<file path="src/fns_pkg.sv">
package fns_pkg;
   // ---------------------------------------------------------------
   // register bus map (byte addresses)
   // ---------------------------------------------------------------
   localparam logic [3:0] ADDR_WORD = 4'h0;
   localparam logic [3:0] ADDR_STAT = 4'h4;
   localparam logic [3:0] ADDR_MOD  = 4'h8;

   // ---------------------------------------------------------------
   // control bit codes in the two lowest bits of each word
   // ---------------------------------------------------------------
   localparam logic [1:0] SEL_FB  = 2'h0;
   localparam logic [1:0] SEL_REF = 2'h1;
   localparam logic [1:0] SEL_CTL = 2'h2;
   localparam logic [1:0] SEL_NS  = 2'h3;

   // ---------------------------------------------------------------
   // word layouts
   // ---------------------------------------------------------------
   typedef struct packed {
      logic        fast_lock;
      logic [8:0]  int_val;
      logic [11:0] fractional_numerator;
      logic [1:0]  sel;
   } fns_fb_s;

   typedef struct packed {
      logic        load_timer;
      logic [2:0]  mux_sel;
      logic        rsv;
      logic        prescaler;
      logic [3:0]  ref_ratio;
      logic [11:0] fractional_modulus;
      logic [1:0]  sel;
   } fns_ref_s;

   typedef struct packed {
      logic [3:0]  rsv;
      logic        doubler;
      logic [3:0]  cp_current;
      logic        polarity;
      logic        lock_precision_select;
      logic        power_down;
      logic        cp_tristate;
      logic        counter_reset;
      logic [1:0]  sel;
   } fns_ctl_s;

   // noise and spur mode bits inside the 16-bit word
   localparam int         NS_MODE_LO = 2;
   localparam int         NS_MODE_HI = 10;
   localparam logic [1:0] NS_LOWEST_SPUR  = 2'h0;
   localparam logic [1:0] NS_LOWEST_NOISE = 2'h1;
   localparam logic [1:0] NS_LOW_NS       = 2'h3;

   // ---------------------------------------------------------------
   // multiplexed output selections
   // ---------------------------------------------------------------
   localparam logic [2:0] MUX_LOW   = 3'h0;
   localparam logic [2:0] MUX_HIGH  = 3'h1;
   localparam logic [2:0] MUX_GND   = 3'h2;
   localparam logic [2:0] MUX_RDIV  = 3'h3;
   localparam logic [2:0] MUX_NDIV  = 3'h4;
   localparam logic [2:0] MUX_ALOCK = 3'h5;
   localparam logic [2:0] MUX_FLSW  = 3'h6;
   localparam logic [2:0] MUX_DLOCK = 3'h7;

   // ---------------------------------------------------------------
   // timing
   // ---------------------------------------------------------------
   localparam int         CLK_PS      = 8000;
   localparam int         GOOD_NS     = 15;
   localparam int         BAD_NS      = 30;
   localparam logic [7:0] GOOD_CYC    = 8'((GOOD_NS * 1000) / CLK_PS);
   localparam logic [7:0] BAD_CYC     = 8'((BAD_NS * 1000) / CLK_PS);
   localparam logic [5:0] LOCK_RUN_LO = 6'h18;
   localparam logic [5:0] LOCK_RUN_HI = 6'h28;

   // reset values
   localparam fns_fb_s    FB_RST  = '0;
   localparam fns_ref_s   REF_RST = '0;
   localparam fns_ctl_s   CTL_RST = '0;
   localparam logic [15:0] NS_RST = 16'h0000;
endpackage : fns_pkg

</file>
<file path="src/fns_regctl.sv">
// Operation
// - control bits 00 select feedback word
// - control bits 01 select reference word
// - control bits 11 select noise word
// - nine-bit integer divide value held
// - fast lock boosts pump until timer expires
// - load bit steers field to timer/modulus
// - timer counts down at PFD rate
// - three-bit field selects multiplexed output
// - lock sets on good run, drops
// - precision bit picks 24 or 40
// - reference ratio 1 to 15 only
// - new modulus waits for feedback write
// - counter reset bit holds counters
// - tristate bit floats charge pump
// - power-down keeps registers, stops loop
// - polarity bit sets detector sense
// - four-bit pump current setting
// - doubler makes both reference edges active
// - noise mode sets dither, pump bias
//
// Design decisions made here: the register addresses and the Avalon-MM slave port.
`timescale 1ns/1ps
`default_nettype none
module fns_regctl (
   input  wire logic        clk_i,
   input  wire logic        rst_n_i,
   input  wire logic [3:0]  avs_address_i,
   input  wire logic        avs_read_i,
   input  wire logic        avs_write_i,
   input  wire logic [31:0] avs_writedata_i,
   input  wire logic [3:0]  avs_byteenable_i,
   output logic [31:0]      avs_readdata_o,
   output logic             avs_waitrequest_o,
   input  wire logic        reference_input_i,
   input  wire logic        rf_feedback_input_i,
   output logic             multiplexed_output_o,
   output logic             lock_detect_o,
   output logic             cp_boost_o,
   output logic             cp_tristate_o,
   output logic [3:0]       cp_current_o,
   output logic             cp_low_noise_o,
   output logic             pd_polarity_o,
   output logic             counter_reset_o,
   output logic             power_down_o,
   output logic             doubler_en_o,
   output logic             dither_en_o,
   output logic             prescaler_o,
   output logic [3:0]       ref_ratio_o,
   output logic [8:0]       int_o,
   output logic [11:0]      fractional_numerator_o,
   output logic [11:0]      mod_o
);
   // ---------------------------------------------------------------
   // bus slave
   // ---------------------------------------------------------------
   fns_pkg::fns_fb_s  fb_r;
   fns_pkg::fns_ref_s ref_r;
   fns_pkg::fns_ctl_s ctl_r;
   logic [15:0] ns_r;
   logic [11:0] mod_pend_r;
   logic [11:0] mod_act_r;
   logic [11:0] fl_cnt_r;
   logic        lock_r;
   logic        wait_r;
   logic [31:0] rdata_r;
   logic        acc;
   logic        wr_word;
   logic [23:0] word;
   logic [1:0]  sel;
   logic        hold;

   // a request is answered on the edge after it is seen; the write lands on the
   // edge at which the master samples waitrequest low
   assign acc     = (avs_read_i | avs_write_i) & wait_r;
   assign word    = avs_writedata_i[23:0];
   assign sel     = word[1:0];
   assign wr_word = avs_write_i & ~wait_r & (avs_address_i == fns_pkg::ADDR_WORD)
                    & (&avs_byteenable_i[2:0]);

   // waitrequest drops for exactly one cycle per request
   always_ff @(posedge clk_i) begin
      if (!rst_n_i) begin
         wait_r <= 1'b1;
      end else begin
         wait_r <= ~acc;
      end
   end

   // read data captured as the answer is given
   always_ff @(posedge clk_i) begin
      if (!rst_n_i) begin
         rdata_r <= 32'h00000000;
      end else if (acc && avs_read_i) begin
         unique case (avs_address_i)
            fns_pkg::ADDR_STAT:
               rdata_r <= {26'h0000000, doubler_en_o, dither_en_o,
                           counter_reset_o, power_down_o, cp_boost_o, lock_r};
            fns_pkg::ADDR_MOD:
               rdata_r <= {4'h0, mod_pend_r, 4'h0, mod_act_r};
            default:
               rdata_r <= 32'h00000000; // unmapped and write-only
         endcase
      end
   end

   assign avs_readdata_o    = rdata_r;
   assign avs_waitrequest_o = wait_r;

   // ---------------------------------------------------------------
   // word routing by control bits
   // ---------------------------------------------------------------
   always_ff @(posedge clk_i) begin
      if (!rst_n_i) begin
         fb_r <= fns_pkg::FB_RST;
      end else if (wr_word && sel == fns_pkg::SEL_FB) begin
         fb_r <= word;
      end
   end

   always_ff @(posedge clk_i) begin
      if (!rst_n_i) begin
         ref_r <= fns_pkg::REF_RST;
      end else if (wr_word && sel == fns_pkg::SEL_REF) begin
         ref_r <= word;
      end
   end

   always_ff @(posedge clk_i) begin
      if (!rst_n_i) begin
         ctl_r <= fns_pkg::CTL_RST;
      end else if (wr_word && sel == fns_pkg::SEL_CTL) begin
         ctl_r <= word[15:0];
      end
   end

   always_ff @(posedge clk_i) begin
      if (!rst_n_i) begin
         ns_r <= fns_pkg::NS_RST;
      end else if (wr_word && sel == fns_pkg::SEL_NS) begin
         ns_r <= word[15:0];
      end
   end

   // modulus double buffer: staged by reference word, used on feedback word
   always_ff @(posedge clk_i) begin
      if (!rst_n_i) begin
         mod_pend_r <= 12'h000;
         mod_act_r  <= 12'h000;
      end else begin
         if (wr_word && sel == fns_pkg::SEL_REF && !word[23]) begin
            mod_pend_r <= word[13:2];
         end
         if (wr_word && sel == fns_pkg::SEL_FB) begin
            mod_act_r <= mod_pend_r;
         end
      end
   end

   // ---------------------------------------------------------------
   // link input sampling
   // ---------------------------------------------------------------
   logic [2:0] ref_s_r;
   logic [2:0] fb_s_r;

   // two flops per pin, the third only feeds edge detection
   always_ff @(posedge clk_i) begin
      if (!rst_n_i) begin
         ref_s_r <= 3'h0;
         fb_s_r  <= 3'h0;
      end else begin
         ref_s_r <= {ref_s_r[1:0], reference_input_i};
         fb_s_r  <= {fb_s_r[1:0], rf_feedback_input_i};
      end
   end

   logic ref_edge;
   logic fb_edge;
   // reference falling edge only, or both edges with the doubler on; feedback rising edge only
   assign ref_edge = ctl_r.doubler ? (ref_s_r[1] ^ ref_s_r[2])
                                   : (~ref_s_r[1] & ref_s_r[2]);
   assign fb_edge  = fb_s_r[1] & ~fb_s_r[2];
   assign hold     = ctl_r.counter_reset | ctl_r.power_down;

   // ---------------------------------------------------------------
   // reference divider
   // ---------------------------------------------------------------
   logic [3:0] rcnt_r;
   logic       pfd_tick_r;
   logic [3:0] ratio;

   // ratio 0 is illegal and behaves as 1
   assign ratio = (ref_r.ref_ratio == 4'h0) ? 4'h1 : ref_r.ref_ratio;

   always_ff @(posedge clk_i) begin
      if (!rst_n_i) begin
         rcnt_r     <= 4'h0;
         pfd_tick_r <= 1'b0;
      end else if (hold) begin
         rcnt_r     <= 4'h0;
         pfd_tick_r <= 1'b0;
      end else if (ref_edge) begin
         if (rcnt_r + 4'h1 >= ratio) begin
            rcnt_r     <= 4'h0;
            pfd_tick_r <= 1'b1;
         end else begin
            rcnt_r     <= rcnt_r + 4'h1;
            pfd_tick_r <= 1'b0;
         end
      end else begin
         pfd_tick_r <= 1'b0;
      end
   end

   // ---------------------------------------------------------------
   // fast-lock timer
   // ---------------------------------------------------------------
   logic [11:0] fl_time_r;

   always_ff @(posedge clk_i) begin
      if (!rst_n_i) begin
         fl_time_r <= 12'h000;
      end else if (wr_word && sel == fns_pkg::SEL_REF && word[23]) begin
         fl_time_r <= word[13:2];
      end
   end

   // loaded on a fast-lock feedback write, counts PFD periods
   always_ff @(posedge clk_i) begin
      if (!rst_n_i) begin
         fl_cnt_r <= 12'h000;
      end else if (ctl_r.power_down) begin
         fl_cnt_r <= 12'h000;
      end else if (wr_word && sel == fns_pkg::SEL_FB && word[23]) begin
         fl_cnt_r <= fl_time_r;
      end else if (pfd_tick_r && fl_cnt_r != 12'h000) begin
         fl_cnt_r <= fl_cnt_r - 12'h001;
      end
   end

   // ---------------------------------------------------------------
   // digital lock detect
   // ---------------------------------------------------------------
   logic [7:0] since_ref_r;
   logic [7:0] since_fb_r;
   logic [7:0] lag_r;
   logic [5:0] run_r;
   logic [7:0] err;
   logic [5:0] need;
   logic       good;
   logic       bad;

   // saturating distance counters from each edge
   always_ff @(posedge clk_i) begin
      if (!rst_n_i) begin
         since_ref_r <= 8'hFF;
         since_fb_r  <= 8'hFF;
         lag_r       <= 8'hFF;
      end else begin
         since_ref_r <= pfd_tick_r ? 8'h00
                      : (since_ref_r == 8'hFF ? 8'hFF : since_ref_r + 8'h01);
         since_fb_r  <= fb_edge ? 8'h00
                      : (since_fb_r == 8'hFF ? 8'hFF : since_fb_r + 8'h01);
         if (fb_edge) begin
            lag_r <= since_ref_r;
         end
      end
   end

   // error taken as the nearer of a leading or lagging feedback edge
   assign err  = (since_fb_r < lag_r) ? since_fb_r : lag_r;
   assign good = err <= fns_pkg::GOOD_CYC;
   assign bad  = err > fns_pkg::BAD_CYC;
   assign need = ctl_r.lock_precision_select ? fns_pkg::LOCK_RUN_HI
                                             : fns_pkg::LOCK_RUN_LO;

   always_ff @(posedge clk_i) begin
      if (!rst_n_i) begin
         run_r  <= 6'h00;
         lock_r <= 1'b0;
      end else if (hold || (wr_word && sel == fns_pkg::SEL_FB)) begin
         run_r  <= 6'h00;
         lock_r <= 1'b0;
      end else if (pfd_tick_r) begin
         if (!good) begin
            run_r <= 6'h00;
         end else if (run_r + 6'h01 >= need) begin
            lock_r <= 1'b1;
         end else begin
            run_r <= run_r + 6'h01;
         end
         if (bad) begin
            lock_r <= 1'b0;
         end
      end
   end

   // ---------------------------------------------------------------
   // output flops
   // ---------------------------------------------------------------
   logic [1:0] ns_mode;
   logic       fl_on;
   assign ns_mode = {ns_r[fns_pkg::NS_MODE_HI], ns_r[fns_pkg::NS_MODE_LO]};
   assign fl_on   = fl_cnt_r != 12'h000;

   always_ff @(posedge clk_i) begin
      if (!rst_n_i) begin
         lock_detect_o   <= 1'b0;
         cp_boost_o      <= 1'b0;
         cp_tristate_o   <= 1'b0;
         cp_current_o    <= 4'h0;
         cp_low_noise_o  <= 1'b0;
         pd_polarity_o   <= 1'b0;
         counter_reset_o <= 1'b0;
         power_down_o    <= 1'b0;
         doubler_en_o    <= 1'b0;
         dither_en_o     <= 1'b1;
         prescaler_o     <= 1'b0;
         ref_ratio_o     <= 4'h0;
         int_o           <= 9'h000;
         fractional_numerator_o          <= 12'h000;
         mod_o           <= 12'h000;
      end else begin
         lock_detect_o   <= lock_r;
         cp_boost_o      <= fl_on;
         cp_tristate_o   <= ctl_r.cp_tristate | ctl_r.power_down;
         cp_current_o    <= ctl_r.cp_current;
         cp_low_noise_o  <= ns_mode == fns_pkg::NS_LOWEST_NOISE;
         pd_polarity_o   <= ctl_r.polarity;
         counter_reset_o <= hold;
         power_down_o    <= ctl_r.power_down;
         doubler_en_o    <= ctl_r.doubler;
         dither_en_o     <= ns_mode == fns_pkg::NS_LOWEST_SPUR;
         prescaler_o     <= ref_r.prescaler;
         ref_ratio_o     <= ratio;
         int_o           <= fb_r.int_val;
         fractional_numerator_o          <= fb_r.fractional_numerator;
         mod_o           <= mod_act_r;
      end
   end

   // multiplexed output; fast-lock switch pulls low while active
   always_ff @(posedge clk_i) begin
      if (!rst_n_i) begin
         multiplexed_output_o <= 1'b0;
      end else begin
         unique case (ref_r.mux_sel)
            fns_pkg::MUX_LOW:   multiplexed_output_o <= 1'b0;
            fns_pkg::MUX_HIGH:  multiplexed_output_o <= 1'b1;
            fns_pkg::MUX_GND:   multiplexed_output_o <= 1'b0;
            fns_pkg::MUX_RDIV:  multiplexed_output_o <= pfd_tick_r;
            fns_pkg::MUX_NDIV:  multiplexed_output_o <= fb_edge;
            fns_pkg::MUX_ALOCK: multiplexed_output_o <= lock_r & good;
            fns_pkg::MUX_FLSW:  multiplexed_output_o <= ~fl_on;
            fns_pkg::MUX_DLOCK: multiplexed_output_o <= lock_r;
         endcase
      end
   end
endmodule : fns_regctl
`default_nettype wire

</file>
<file path="config.mk">
export PLATFORM = sky130hd
export DESIGN_NAME = fns_regctl
export DESIGN_NICKNAME = d
export VERILOG_FILES = /design/src/fns_pkg.sv /design/src/fns_regctl.sv
export SDC_FILE = /design/constraint.sdc
export NUM_CORES = 1
export LEC_CHECK = 0
export ABC_AREA = 1
export BUFFER_PORTS_ARGS = -buffer_cell sky130_fd_sc_hd__buf_2
export CAP_MARGIN = 20
export CORE_MARGIN = 4
export CORE_UTILIZATION = 49
export CTS_BUF_LIST = sky130_fd_sc_hd__clkbuf_8
export DETAILED_ROUTE_END_ITERATION = 16
export PLACE_DENSITY = 0.74
export REMOVE_ABC_BUFFERS = 1
export SLEW_MARGIN = 20
export SYNTH_ARGS = -nofsm -noshare
export SYNTH_HDL_FRONTEND = slang
export SYNTH_SLANG_ARGS = --single-unit
</file>
<file path="constraint.sdc">
create_clock -name clk_i -period 2.2 [get_ports clk_i]
set_input_delay 0.11 -clock clk_i [delete_from_list [all_inputs] [get_ports clk_i]]
set_output_delay 0.11 -clock clk_i [all_outputs]
set_load 0.01 [all_outputs]
</file>
---- Word level (Yosys, flattened, before mapping) ----
Index checks and enable logic that the tools add are counted.
word-level totals
  input bits .............................. 46
  output and inout bits ................... 85
  logic and storage cells ................. 135
  flip-flop bits (word level) ............. 225
operators by class
  mux-type cells .......................... 19
  equality and inequality tests ........... 16
  magnitude comparators ................... 5
  $add $sub $neg .......................... 5
  bitwise operators ....................... 18
  reduce and logical (&&, ||, !) cells .... 28
operators with widths
  cell                                                                               count
  28-bit one-hot mux with 2 select lines                                             1
  8-bit two-way mux                                                                  5
  12-bit two-way mux                                                                 2
  6-bit two-way mux                                                                  3
  8-bit by 1-bit adder with 8-bit output (second input constant)                     2
  8-bit == test (second input constant)                                              2
  3-bit == test (second input constant)                                              4
  12-bit nonzero test                                                                1
  12-bit by 1-bit subtractor with 12-bit output (second input constant)              1
  1-bit logical AND                                                                  9
  8-bit by 2-bit greater-than comparator with 1-bit output (second input constant)   1
  8-bit by 1-bit less-or-equal comparator with 1-bit output (second input constant)  1
  4-bit logical NOT                                                                  2
  8-bit < comparator                                                                 1
  4-bit two-way mux                                                                  2
  2-bit OR reduction                                                                 4
  1-bit bitwise AND                                                                  7
  1-bit NOT                                                                          7
  1-bit one-hot mux with 7 select lines                                              1
  6-bit by 1-bit adder with 6-bit output (second input constant)                     1
  3-bit by 2-bit == test with 1-bit output (second input constant)                   2
  6-bit greater-or-equal comparator                                                  1
  3-bit AND reduction                                                                2
  2-bit nonzero test                                                                 3
  17 further kinds                                                                   26

---- Longest topological paths before layout ----
Gate-level depths: netlist of the first run.
  word-level depth ........................ 7
  depth in mapped cells ................... 15
  depth with buffers taken out ............ 15

---- Worst setup path before layout of the first run ----
OpenSTA, ideal clock, no wires.
  kind .................................... register -> register
  start ................................... reg lag_r[5]
  end ..................................... reg run_r[0]
  library setup time ...................... 70 ps
  data required time ...................... 2130 ps
  path slack .............................. 397 ps
  clock period less this slack ............ 1803 ps
  path buffers ............................ 0
  stages on the path, launching flop included .. 12
  data arrival time ....................... 1734 ps
  cell sequence ........................... dfxtp_1 > inv_1 > ha_1 > a21oi_1 > nor2_1 > nor3_2 > nand3_1 > nand2_1 > nand2_1 > nor2_1 > nand4_1 > a21oi_1
on the way
  cells in the longest elaborated chain, start to end .. 5
  elaborated cells on any way between the ends .. 6
  those cells by class .................... order compare: 2; eq/ne: 1; mux: 2; reduce/logical: 1
ends and longest elaborated chain
  what                                                           line               text
  start, declared                                                fns_regctl.sv:246  logic [7:0] lag_r;
  start signal, assigned                                         fns_regctl.sv:265  lag_r <= since_ref_r;
  8-bit < comparator                                             fns_regctl.sv:271  assign err = (since_fb_r < lag_r) ? since_fb_r : lag_r;
  8-bit two-way mux (*)                                          fns_regctl.sv:271
  8-bit by 1-bit less-or-equal comparator with 1-bit output (*)  fns_regctl.sv:272  assign good = err <= fns_pkg::GOOD_CYC;
  2-bit != test (no line)                                        --
  2-bit AND reduction (no line)                                  --
  end signal, assigned                                           fns_regctl.sv:290  run_r <= run_r + 6'h01;
  end, declared                                                  fns_regctl.sv:247  logic [5:0] run_r;
Mark *: on every way between the ends. The rest lies on a longest branch, timed or not.
A chain may end at the register's enable or synchronous reset.

---- Worst setup path after layout of the first run ----
  start ................................... reg wait_r (netlist: avs_waitrequest_o)
  end ..................................... reg fl_cnt_r[6]
on the way
  cells in the longest elaborated chain, start to end .. 7
  elaborated cells on any way between the ends .. 8
  those cells by class .................... mux: 1; bitwise: 4; reduce/logical: 3
ends and longest elaborated chain
  what                                                             line               text
  start, declared                                                  fns_regctl.sv:65   logic wait_r;
  start signal, assigned                                           fns_regctl.sv:86   wait_r <= ~acc;
  1-bit NOT (*)                                                    fns_regctl.sv:78   assign wr_word = avs_write_i & ~wait_r & (avs_address_i == fns_pkg::ADDR_WORD)
  1-bit bitwise AND (*) (2 in a row)                               fns_regctl.sv:78
  1-bit bitwise AND (*)                                            fns_regctl.sv:79   & (&avs_byteenable_i[2:0]);
  1-bit logical AND (*) (2 in a row)                               fns_regctl.sv:234  end else if (wr_word && sel == fns_pkg::SEL_FB && word[23]) begin
  12-bit two-way mux / 2-bit nonzero test (equally long branches)  --
  end signal, assigned                                             fns_regctl.sv:235  fl_cnt_r <= fl_time_r;
  end signal, assigned                                             fns_regctl.sv:237  fl_cnt_r <= fl_cnt_r - 12'h001;
  end, declared                                                    fns_regctl.sv:63   logic [11:0] fl_cnt_r;
Marked as above.

==> load_flow_metrics.sql, run 1 <==
INSERT INTO impl_metrics (metric_group, metric, value, unit) VALUES
('worst_setup_path', 'worstReg2RegStart', 'avs_waitrequest_o', ''),
('timing', 'slew_headroom', '0.532', ''),
('worst_setup_path', 'worst-endpoint-required', '2.61', 'ns'),
('timing', 'timing.final.crit_share', '0.936', ''),
('timing', 'final_period_minus_worst_setup_slack', '2.06', 'ns'),
('worst_setup_path', 'cp.arrival', '2.47', 'ns'),
('power', 'power_leakage', '4.99', 'nW'),
('placed_design', 'gp_routability_congestion', '0.873', ''),
('worst_hold_path', 'holdCritPathClass', 'in -> reg', ''),
('routing', 'detailroute.via_count', '7187', ''),
('worst_setup_path', 'cp_max_fo', '11', ''),
('logic_synthesis', 'syn_avg_cell_area', '7.75', 'sq um'),
('die', 'core.rowCount', '47', ''),
('worst_setup_path', 'ff2ff_setup_slack', '0.14', 'ns'),
('placed_design', 'detailed_place_hpwl', '12900', 'um'),
('logic_synthesis', 'synth_edf_count', '0', ''),
('worst_setup_path', 'critical_path.endpoint_type', 'flop', ''),
('job', 'drv.max_cap_violation_count', '0', ''),
('power', 'power.ir.vdd_worst', '415', 'uV'),
('worst_setup_path', 'worstSetupStartpoint', 'avs_waitrequest_o', ''),
('worst_setup_path', 'kind_of_critical_path', 'reg -> reg', ''),
('worst_setup_path', 'worstReg2RegEnd', 'fl_cnt_r[6]', ''),
('logic_synthesis', 'syn-instance-count', '1067', ''),
('die', 'dieHeight', '138', 'um'),
('placed_design', 'dpl-instance-area', '0.00904', 'sq mm'),
('timing', 'report.final.setup_viol', '0', ''),
('logic_synthesis', 'post_synth_most_frequent_cells', 'nand2_1, dfxtp_1, inv_1', ''),
('routing', 'avgRoutedWirePerCell', '13.3', 'um'),
('timing', 'hold_viol_final', '0', ''),
('cts', 'clkSlewWorstSetupHoldPaths', '0.06', 'ns'),
('cells_and_area', 'design.final.nets', '1284', ''),
('cts', 'clock_h_tree_levels', '2', ''),
('die', 'core_area', '0.0166', 'sq mm'),
('routing', 'routed_wl', '19400', 'um'),
('global_routing', 'grt_pass1_vias', '6651', ''),
('global_routing', 'global_route_wire_length_before_repair', '31500', 'um'),
('routing', 'route.antenna.remaining_nets', '0', ''),
('logic_synthesis', 'synth.ff_latch_count', '208', ''),
('routing', 'avgViaCountPerCell', '4.91', ''),
('logic_synthesis', 'ys_dominant_reg_cell', 'dfxtp_1', ''),
('global_routing', 'grt-ovfl-total', '0', ''),
('timing', 'final-max-slew-violation-count', '0', ''),
('timing', 'fin_ws', '0.140', 'ns'),
('cells_and_area', 'total_inserted_antenna_cells', '0', ''),
('status', 'status', 'finished, final reports clean', ''),
('worst_setup_path', 'worst_setup_start_kind', 'flop', ''),
('worst_setup_path', 'r2r_cells', '10', ''),
('cts', 'cts-buffers-inserted', '35', ''),
('cts', 'cts_buffer_depth', '3', ''),
('placed_design', 'placed_cells', '1374', ''),
('routing', 'initialDrtViolationCount', '423', ''),
('cells_and_area', 'layout.cells.non_filler', '1463', ''),
('timing', 'whs', '0.0779', 'ns'),
('logic_synthesis', 'fraction_of_registers_with_async_set_reset', '0', ''),
('timing', 'finClkSkew', '0.0166', 'ns'),
('die', 'die_outline_width', '138', 'um'),
('logic_synthesis', 'post-synth-top-count-cell', 'nand2_1', ''),
('cts', 'clockRootBuffer', 'clkbuf_8', ''),
('cts', 'post_cts_buffers', '0', ''),
('worst_hold_path', 'hold_path_depth', '5', ''),
('logic_synthesis', 'synth_top_cell_area_share', '0.504', ''),
('cts', 'cts_tree', 'yes', ''),
('die', 'design.die.area', '0.0190', 'sq mm'),
('routing', 'drcViolationCount', '0', ''),
('logic_synthesis', 'netlist_top_cells_area', 'dfxtp_1, nand2_1, inv_1', ''),
('placed_design', 'worst_slack_at_placement', '0.157', 'ns'),
('cells_and_area', 'final_design_area_no_fill', '0.0101', 'sq mm'),
('routing', 'drtPass1Iterations', '7', ''),
('worst_hold_path', 'hp-start', 'rst_n_i', ''),
('global_routing', 'track_usage', '0.203', ''),
('die', 'pin_count', '131', '');
## cells by family (layout without fill, tap and decap cells)
group / after synthesis / count (layout) / synth area share
AND/OR/NAND/NOR: 376 / 376 / 0.193
AO/OA/AOI/OAI: 233 / 233 / 0.151
buffers and inverters: 210 / 379 / 0.102
flip-flops: 208 / 208 / 0.504
adder cells (fa/ha/maj): 20 / 20 / 0.0303
XOR/XNOR: 19 / 19 / 0.0201
other: 1 / 8 / 0.000454
## registers in the layout (all words and copies together) (netlist names), 9 cells and up
register,cells
ctl_r,10
fl_time_r,12
mod_pend_r,12
int_o,9
mod_o,12
fractional_numerator_o,12
fl_cnt_r,12
avs_readdata_o,24
mod_act_r,12
fb_r,21
## worst max-delay path, stage by stage, from the launching register on
cell and delay [ns]:
dfxtp_1 0.33, inv_1 0.06, nand2_1 0.08, nor4_4 0.31, nand4_1 0.44, nor2_4 0.23
inv_2 0.11, nand2_4 0.12, inv_2 0.12, nor2_1 0.13, nor2_1 0.05
## cell usage in the layout (no fill, tap or decap), types with 2 or more instances in the layout
master,n
dfxtp_1,208
xnor2_1,3
nand3b_1,2
nor4_1,3
nand4_1,12
buf_2,112
nand3_1,26
bufinv_16,3
inv_2,9
a21oi_1,95
o211ai_1,11
a31oi_1,2
nor3_1,6
nor3_2,3
inv_1,163
a21oi_2,4
dlygate4sd3_1,27
buf_12,2
ha_1,20
o21ai_0,107
nand2_1,222
o221ai_1,6
clkbuf_8,41
clkinv_2,3
xor2_1,15
o21ai_1,4
nor2_4,2
buf_4,15
nor2_1,92
clkinvlp_4,2
conb_1,8
## layout make-up
class,count,area (sq um)
Clock inverter,21,174
Multi-Input combinational cell,656,3300
Sequential cell,208,4160
Tap cell,220,275
Clock buffer,41,564
Fill cell,1507,6520
Timing Repair Buffer,156,983
Inverter,161,604
## how the worst max path moves through the flow
| stage | slack (ns) | end | cells past startpoint |
|---|---|---|---|
| after global placement | 0.24 | fl_cnt_r[5] | 10 |
| after CTS | 0.17 | fl_cnt_r[1] | 10 |
| after floorplan | -0.16 | fl_cnt_r[1] | 10 |
| after detailed placement | 0.16 | fl_cnt_r[1] | 10 |
| final | 0.14 | fl_cnt_r[6] | 10 |
| after global routing | -0.003 | run_r[1] | 10 |
## timing repair
| item | in CTS | in global routing |
|---|---|---|
| hold buffers | 27 | 0 |
| endpoints found under the setup margin | 0 | 6 |
| endpoints found under the hold margin | 68 | 0 |
| gates resized for setup | 0 | 3 |
## power breakdown
| part | switching [mW] | leakage [nW] | total (mW) | internal [mW] |
|---|---|---|---|---|
| Sequential | 0.159 | 1.69 | 4.10 | 3.94 |
| Clock | 1.51 | 0.418 | 3.57 | 2.06 |
| Combinational | 0.705 | 2.89 | 1.15 | 0.441 |
## per-layer routing
metal	wire, um	global-route usage
met1	8800	0.273
met2	9110	0.330
met3	1150	0.0396
met4	364	0.0664
met5	0	0
## metrics by stage
step | setup TNS (ns) | total power [mW] | utilization
6_report | 0 | 8.81 | 0.607
5_1_grt | -0.00918 | 9.29 | 0.607
4_1_cts | 0 | 8.88 | 0.606
3_5_place_dp | 0 | 5.27 | 0.545
3_3_place_gp | 0 | 5.24 | 0.545
2_1_floorplan | -1.98 | 4.94 | -
Power figures use the tool's default switching activity.
==> run 2, diff against run 1 <==
- clock period: 2.2 -> 2 ns (I/O delays scaled with it)
==> load_flow_metrics.sql, run 2 (synthesized netlist as in run 1, its figures left out) <==
INSERT INTO impl_metrics (metric_group, metric, value, unit) VALUES
('global_routing', 'grt-ovfl-total', '0', ''),
('power', 'switching_share', '0.283', ''),
('die', 'core_area', '0.0166', 'sq mm'),
('worst_setup_path', 'worst_setup_start_kind', 'flop', ''),
('die', 'initial_utilization', '0.498', ''),
('timing', 'slew_headroom', '0.573', ''),
('cts', 'clock_h_tree_levels', '2', ''),
('timing', 'timing.final.crit_share', '0.987', ''),
('cells_and_area', 'final_design_area_no_fill', '0.0104', 'sq mm'),
('power', 'internal_power', '6.96', 'mW'),
('worst_setup_path', 'worst-endpoint-required', '2.44', 'ns'),
('routing', 'drcViolationCount', '0', ''),
('worst_hold_path', 'holdCritPathClass', 'in -> reg', ''),
('cells_and_area', 'most_frequent_cells_in_the_layout', 'nand2_1, dfxtp_1, inv_1', ''),
('power', 'power_leakage', '5.05', 'nW'),
('power', 'power.total', '9.71', 'mW'),
('routing', 'drtPass1Iterations', '5', ''),
('worst_setup_path', 'critical_path.endpoint_type', 'flop', ''),
('timing', 'final_period_minus_worst_setup_slack', '1.97', 'ns'),
('cts', 'cts_buffer_depth', '3', ''),
('worst_setup_path', 'ff2ff_setup_slack', '0.03', 'ns'),
('die', 'die_outline_width', '138', 'um'),
('job', 'drv.max_cap_violation_count', '0', ''),
('placed_design', 'detailed_place_hpwl', '13300', 'um'),
('routing', 'avgRoutedWirePerCell', '13.8', 'um'),
('cells_and_area', 'post_route_cells_drive_above_1_share', '0.217', ''),
('die', 'dieHeight', '138', 'um'),
('timing', 'hold_viol_final', '0', ''),
('worst_setup_path', 'cp_max_fo', '6', ''),
('routing', 'detailroute.via_count', '7379', ''),
('timing', 'finClkSkew', '0.0230', 'ns'),
('worst_setup_path', 'cp.arrival', '2.41', 'ns'),
('cells_and_area', 'design.final.nets', '1301', ''),
('placed_design', 'dpl-instance-area', '0.00915', 'sq mm'),
('status', 'status', 'finished, final reports clean', ''),
('die', 'pin_count', '131', ''),
('worst_setup_path', 'critPathSlowestCell', 'dfxtp_2', ''),
('timing', 'final-max-slew-violation-count', '0', ''),
('cts', 'clkSlewWorstSetupHoldPaths', '0.06', 'ns'),
('global_routing', 'largest_net_degree_at_the_start_of_global_routing', '152', ''),
('global_routing', 'global_route_wire_length_before_repair', '32500', 'um'),
('worst_setup_path', 'critical_path.n_buffers_inverters', '2', ''),
('cells_and_area', 'max_ffs_per_register', '24', ''),
('cts', 'clock_sinks', '208', ''),
('power', 'p_switching', '2.75', 'mW'),
('global_routing', 'number_of_antenna_violations_at_the_first_check_in_global_routing', '0', ''),
('die', 'design.die.area', '0.0190', 'sq mm'),
('routing', 'avgViaCountPerCell', '4.99', ''),
('cts', 'clockRootBuffer', 'clkbuf_8', ''),
('power', 'power.ir.vdd_worst', '425', 'uV'),
('cells_and_area', 'final_common_cell', 'nand2_1', ''),
('power', 'power_frac_clock', '0.382', ''),
('power', 'power_per_cell_area', '936', 'mW/mm^2'),
('global_routing', 'track_usage', '0.209', ''),
('power', 'seqPwrFrac', '0.464', ''),
('routing', 'initialDrtViolationCount', '555', ''),
('worst_setup_path', 'kind_of_critical_path', 'reg -> reg', ''),
('placed_design', 'gp_routability_congestion', '0.860', ''),
('routing', 'route.antenna.remaining_nets', '0', ''),
('placed_design', 'number_of_i_o_port_buffers', '113', ''),
('cells_and_area', 'area.growth.synth_to_final', '25.6', '%'),
('power', 'combinationalPowerShare', '0.154', ''),
('cells_and_area', 'nFillCells', '1425', ''),
('timing', 'worst-slew-pin-transition', '0.640', 'ns'),
('routing', 'routed_wl', '20500', 'um'),
('worst_setup_path', 'critPathMaxStageDelay', '0.32', 'ns'),
('worst_setup_path', 'crit_top_cell', 'nand2_2', ''),
('cells_and_area', 'total_inserted_antenna_cells', '0', ''),
('timing', 'rsz0062_at_grt', 'true', ''),
('timing', 'timing.fmax', '506', 'MHz'),
('global_routing', 'grt_pass1_vias', '6934', ''),
('worst_setup_path', 'path_delay_family', 'simple AND/OR/NAND/NOR gates', ''),
('cts', 'clk_latency', '0.51', 'ns'),
('worst_setup_path', 'worstPathCellList', 'inv_2 -> ha_4 -> a21oi_2 -> nor2_2 -> nor3_4 -> nand2_2 -> nand2_2 -> nand2_2 -> inv_2 -> nand4_1 -> nand2_4 -> nand2_2 -> a21oi_2', ''),
('die', 'core.rowCount', '47', ''),
('cts', 'cts_tree', 'yes', ''),
('cts', 'cts-buffers-inserted', '35', ''),
('timing', 'report.final.setup_viol', '0', '');
run 2: cell type report:
class                           count  area [sq um]  area share
Timing Repair Buffer              173          1140       0.110
Inverter                          161           604      0.0582
Tap cell                          220           275      0.0265
Sequential cell                   208          4180       0.403
Multi-Input combinational cell    656          3470       0.335
Clock inverter                     16          83.8     0.00808
Clock buffer                       45           619      0.0597
run 2: per-stage QoR:
| step | hold slack (ns) | worst slack [ns] | setup TNS [ns] | utilization | std cells |
|---|---|---|---|---|---|
| floorplan | 0.169 | -0.356 | -9.58 | - | 1025 |
| detailed placement | 0.296 | 0.0143 | 0 | 0.552 | 1385 |
| global placement | 0.287 | 0.0856 | 0 | 0.552 | 1385 |
| finish | 0.0365 | 0.0252 | 0 | 0.626 | 1479 |
| global route | 0.0305 | -0.135 | -0.758 | 0.626 | 1479 |
| CTS | 0.0860 | 0.00924 | 0 | 0.611 | 1474 |
run 2: layer usage:
metal	part of all wire	global-route usage
met2	0.47	0.354
met4	0.024	0.0664
met5	0	0
met1	0.44	0.272
met3	0.062	0.0366
run 2: final timing paths:
| check | startpoint | endpoint | cells after the start |
|---|---|---|---|
| max | lag_r[5] | run_r[4] | 13 |
| min reg2reg | ref_s_r[0] | ref_s_r[1] | 2 |
| max reg2reg | lag_r[5] | run_r[4] | 13 |
| min | avs_writedata_i[23] | fl_cnt_r[0] | 3 |
run 2: what timing repair did:
action	4_1_cts	5_1_grt
endpoints found under the setup margin	6	26
pin swaps	0	16
endpoints found under the hold margin	65	0
resized for setup	1	60
hold buffers	28	0
setup buffers	0	5
run 2: power groups by stage:
stage | registers (mW) | clock network, mW | logic, mW
floorplan | 4.56 | 0 | 0.871
global placement | 4.56 | 0 | 1.27
detailed placement | 4.56 | 0 | 1.31
CTS | 4.48 | 3.77 | 1.38
global route | 4.52 | 3.97 | 1.73
finish | 4.50 | 3.71 | 1.49
run 2: worst reg2reg max path, delay by kind of cell, from the launching register on:
kind	cells	cell delay (ns)
buffers and inverters	2	0.13
adder cells (fa/ha/maj)	1	0.21
AO/OA/AOI/OAI	2	0.27
AND/OR/NAND/NOR	8	0.98
flip-flops	1	0.32
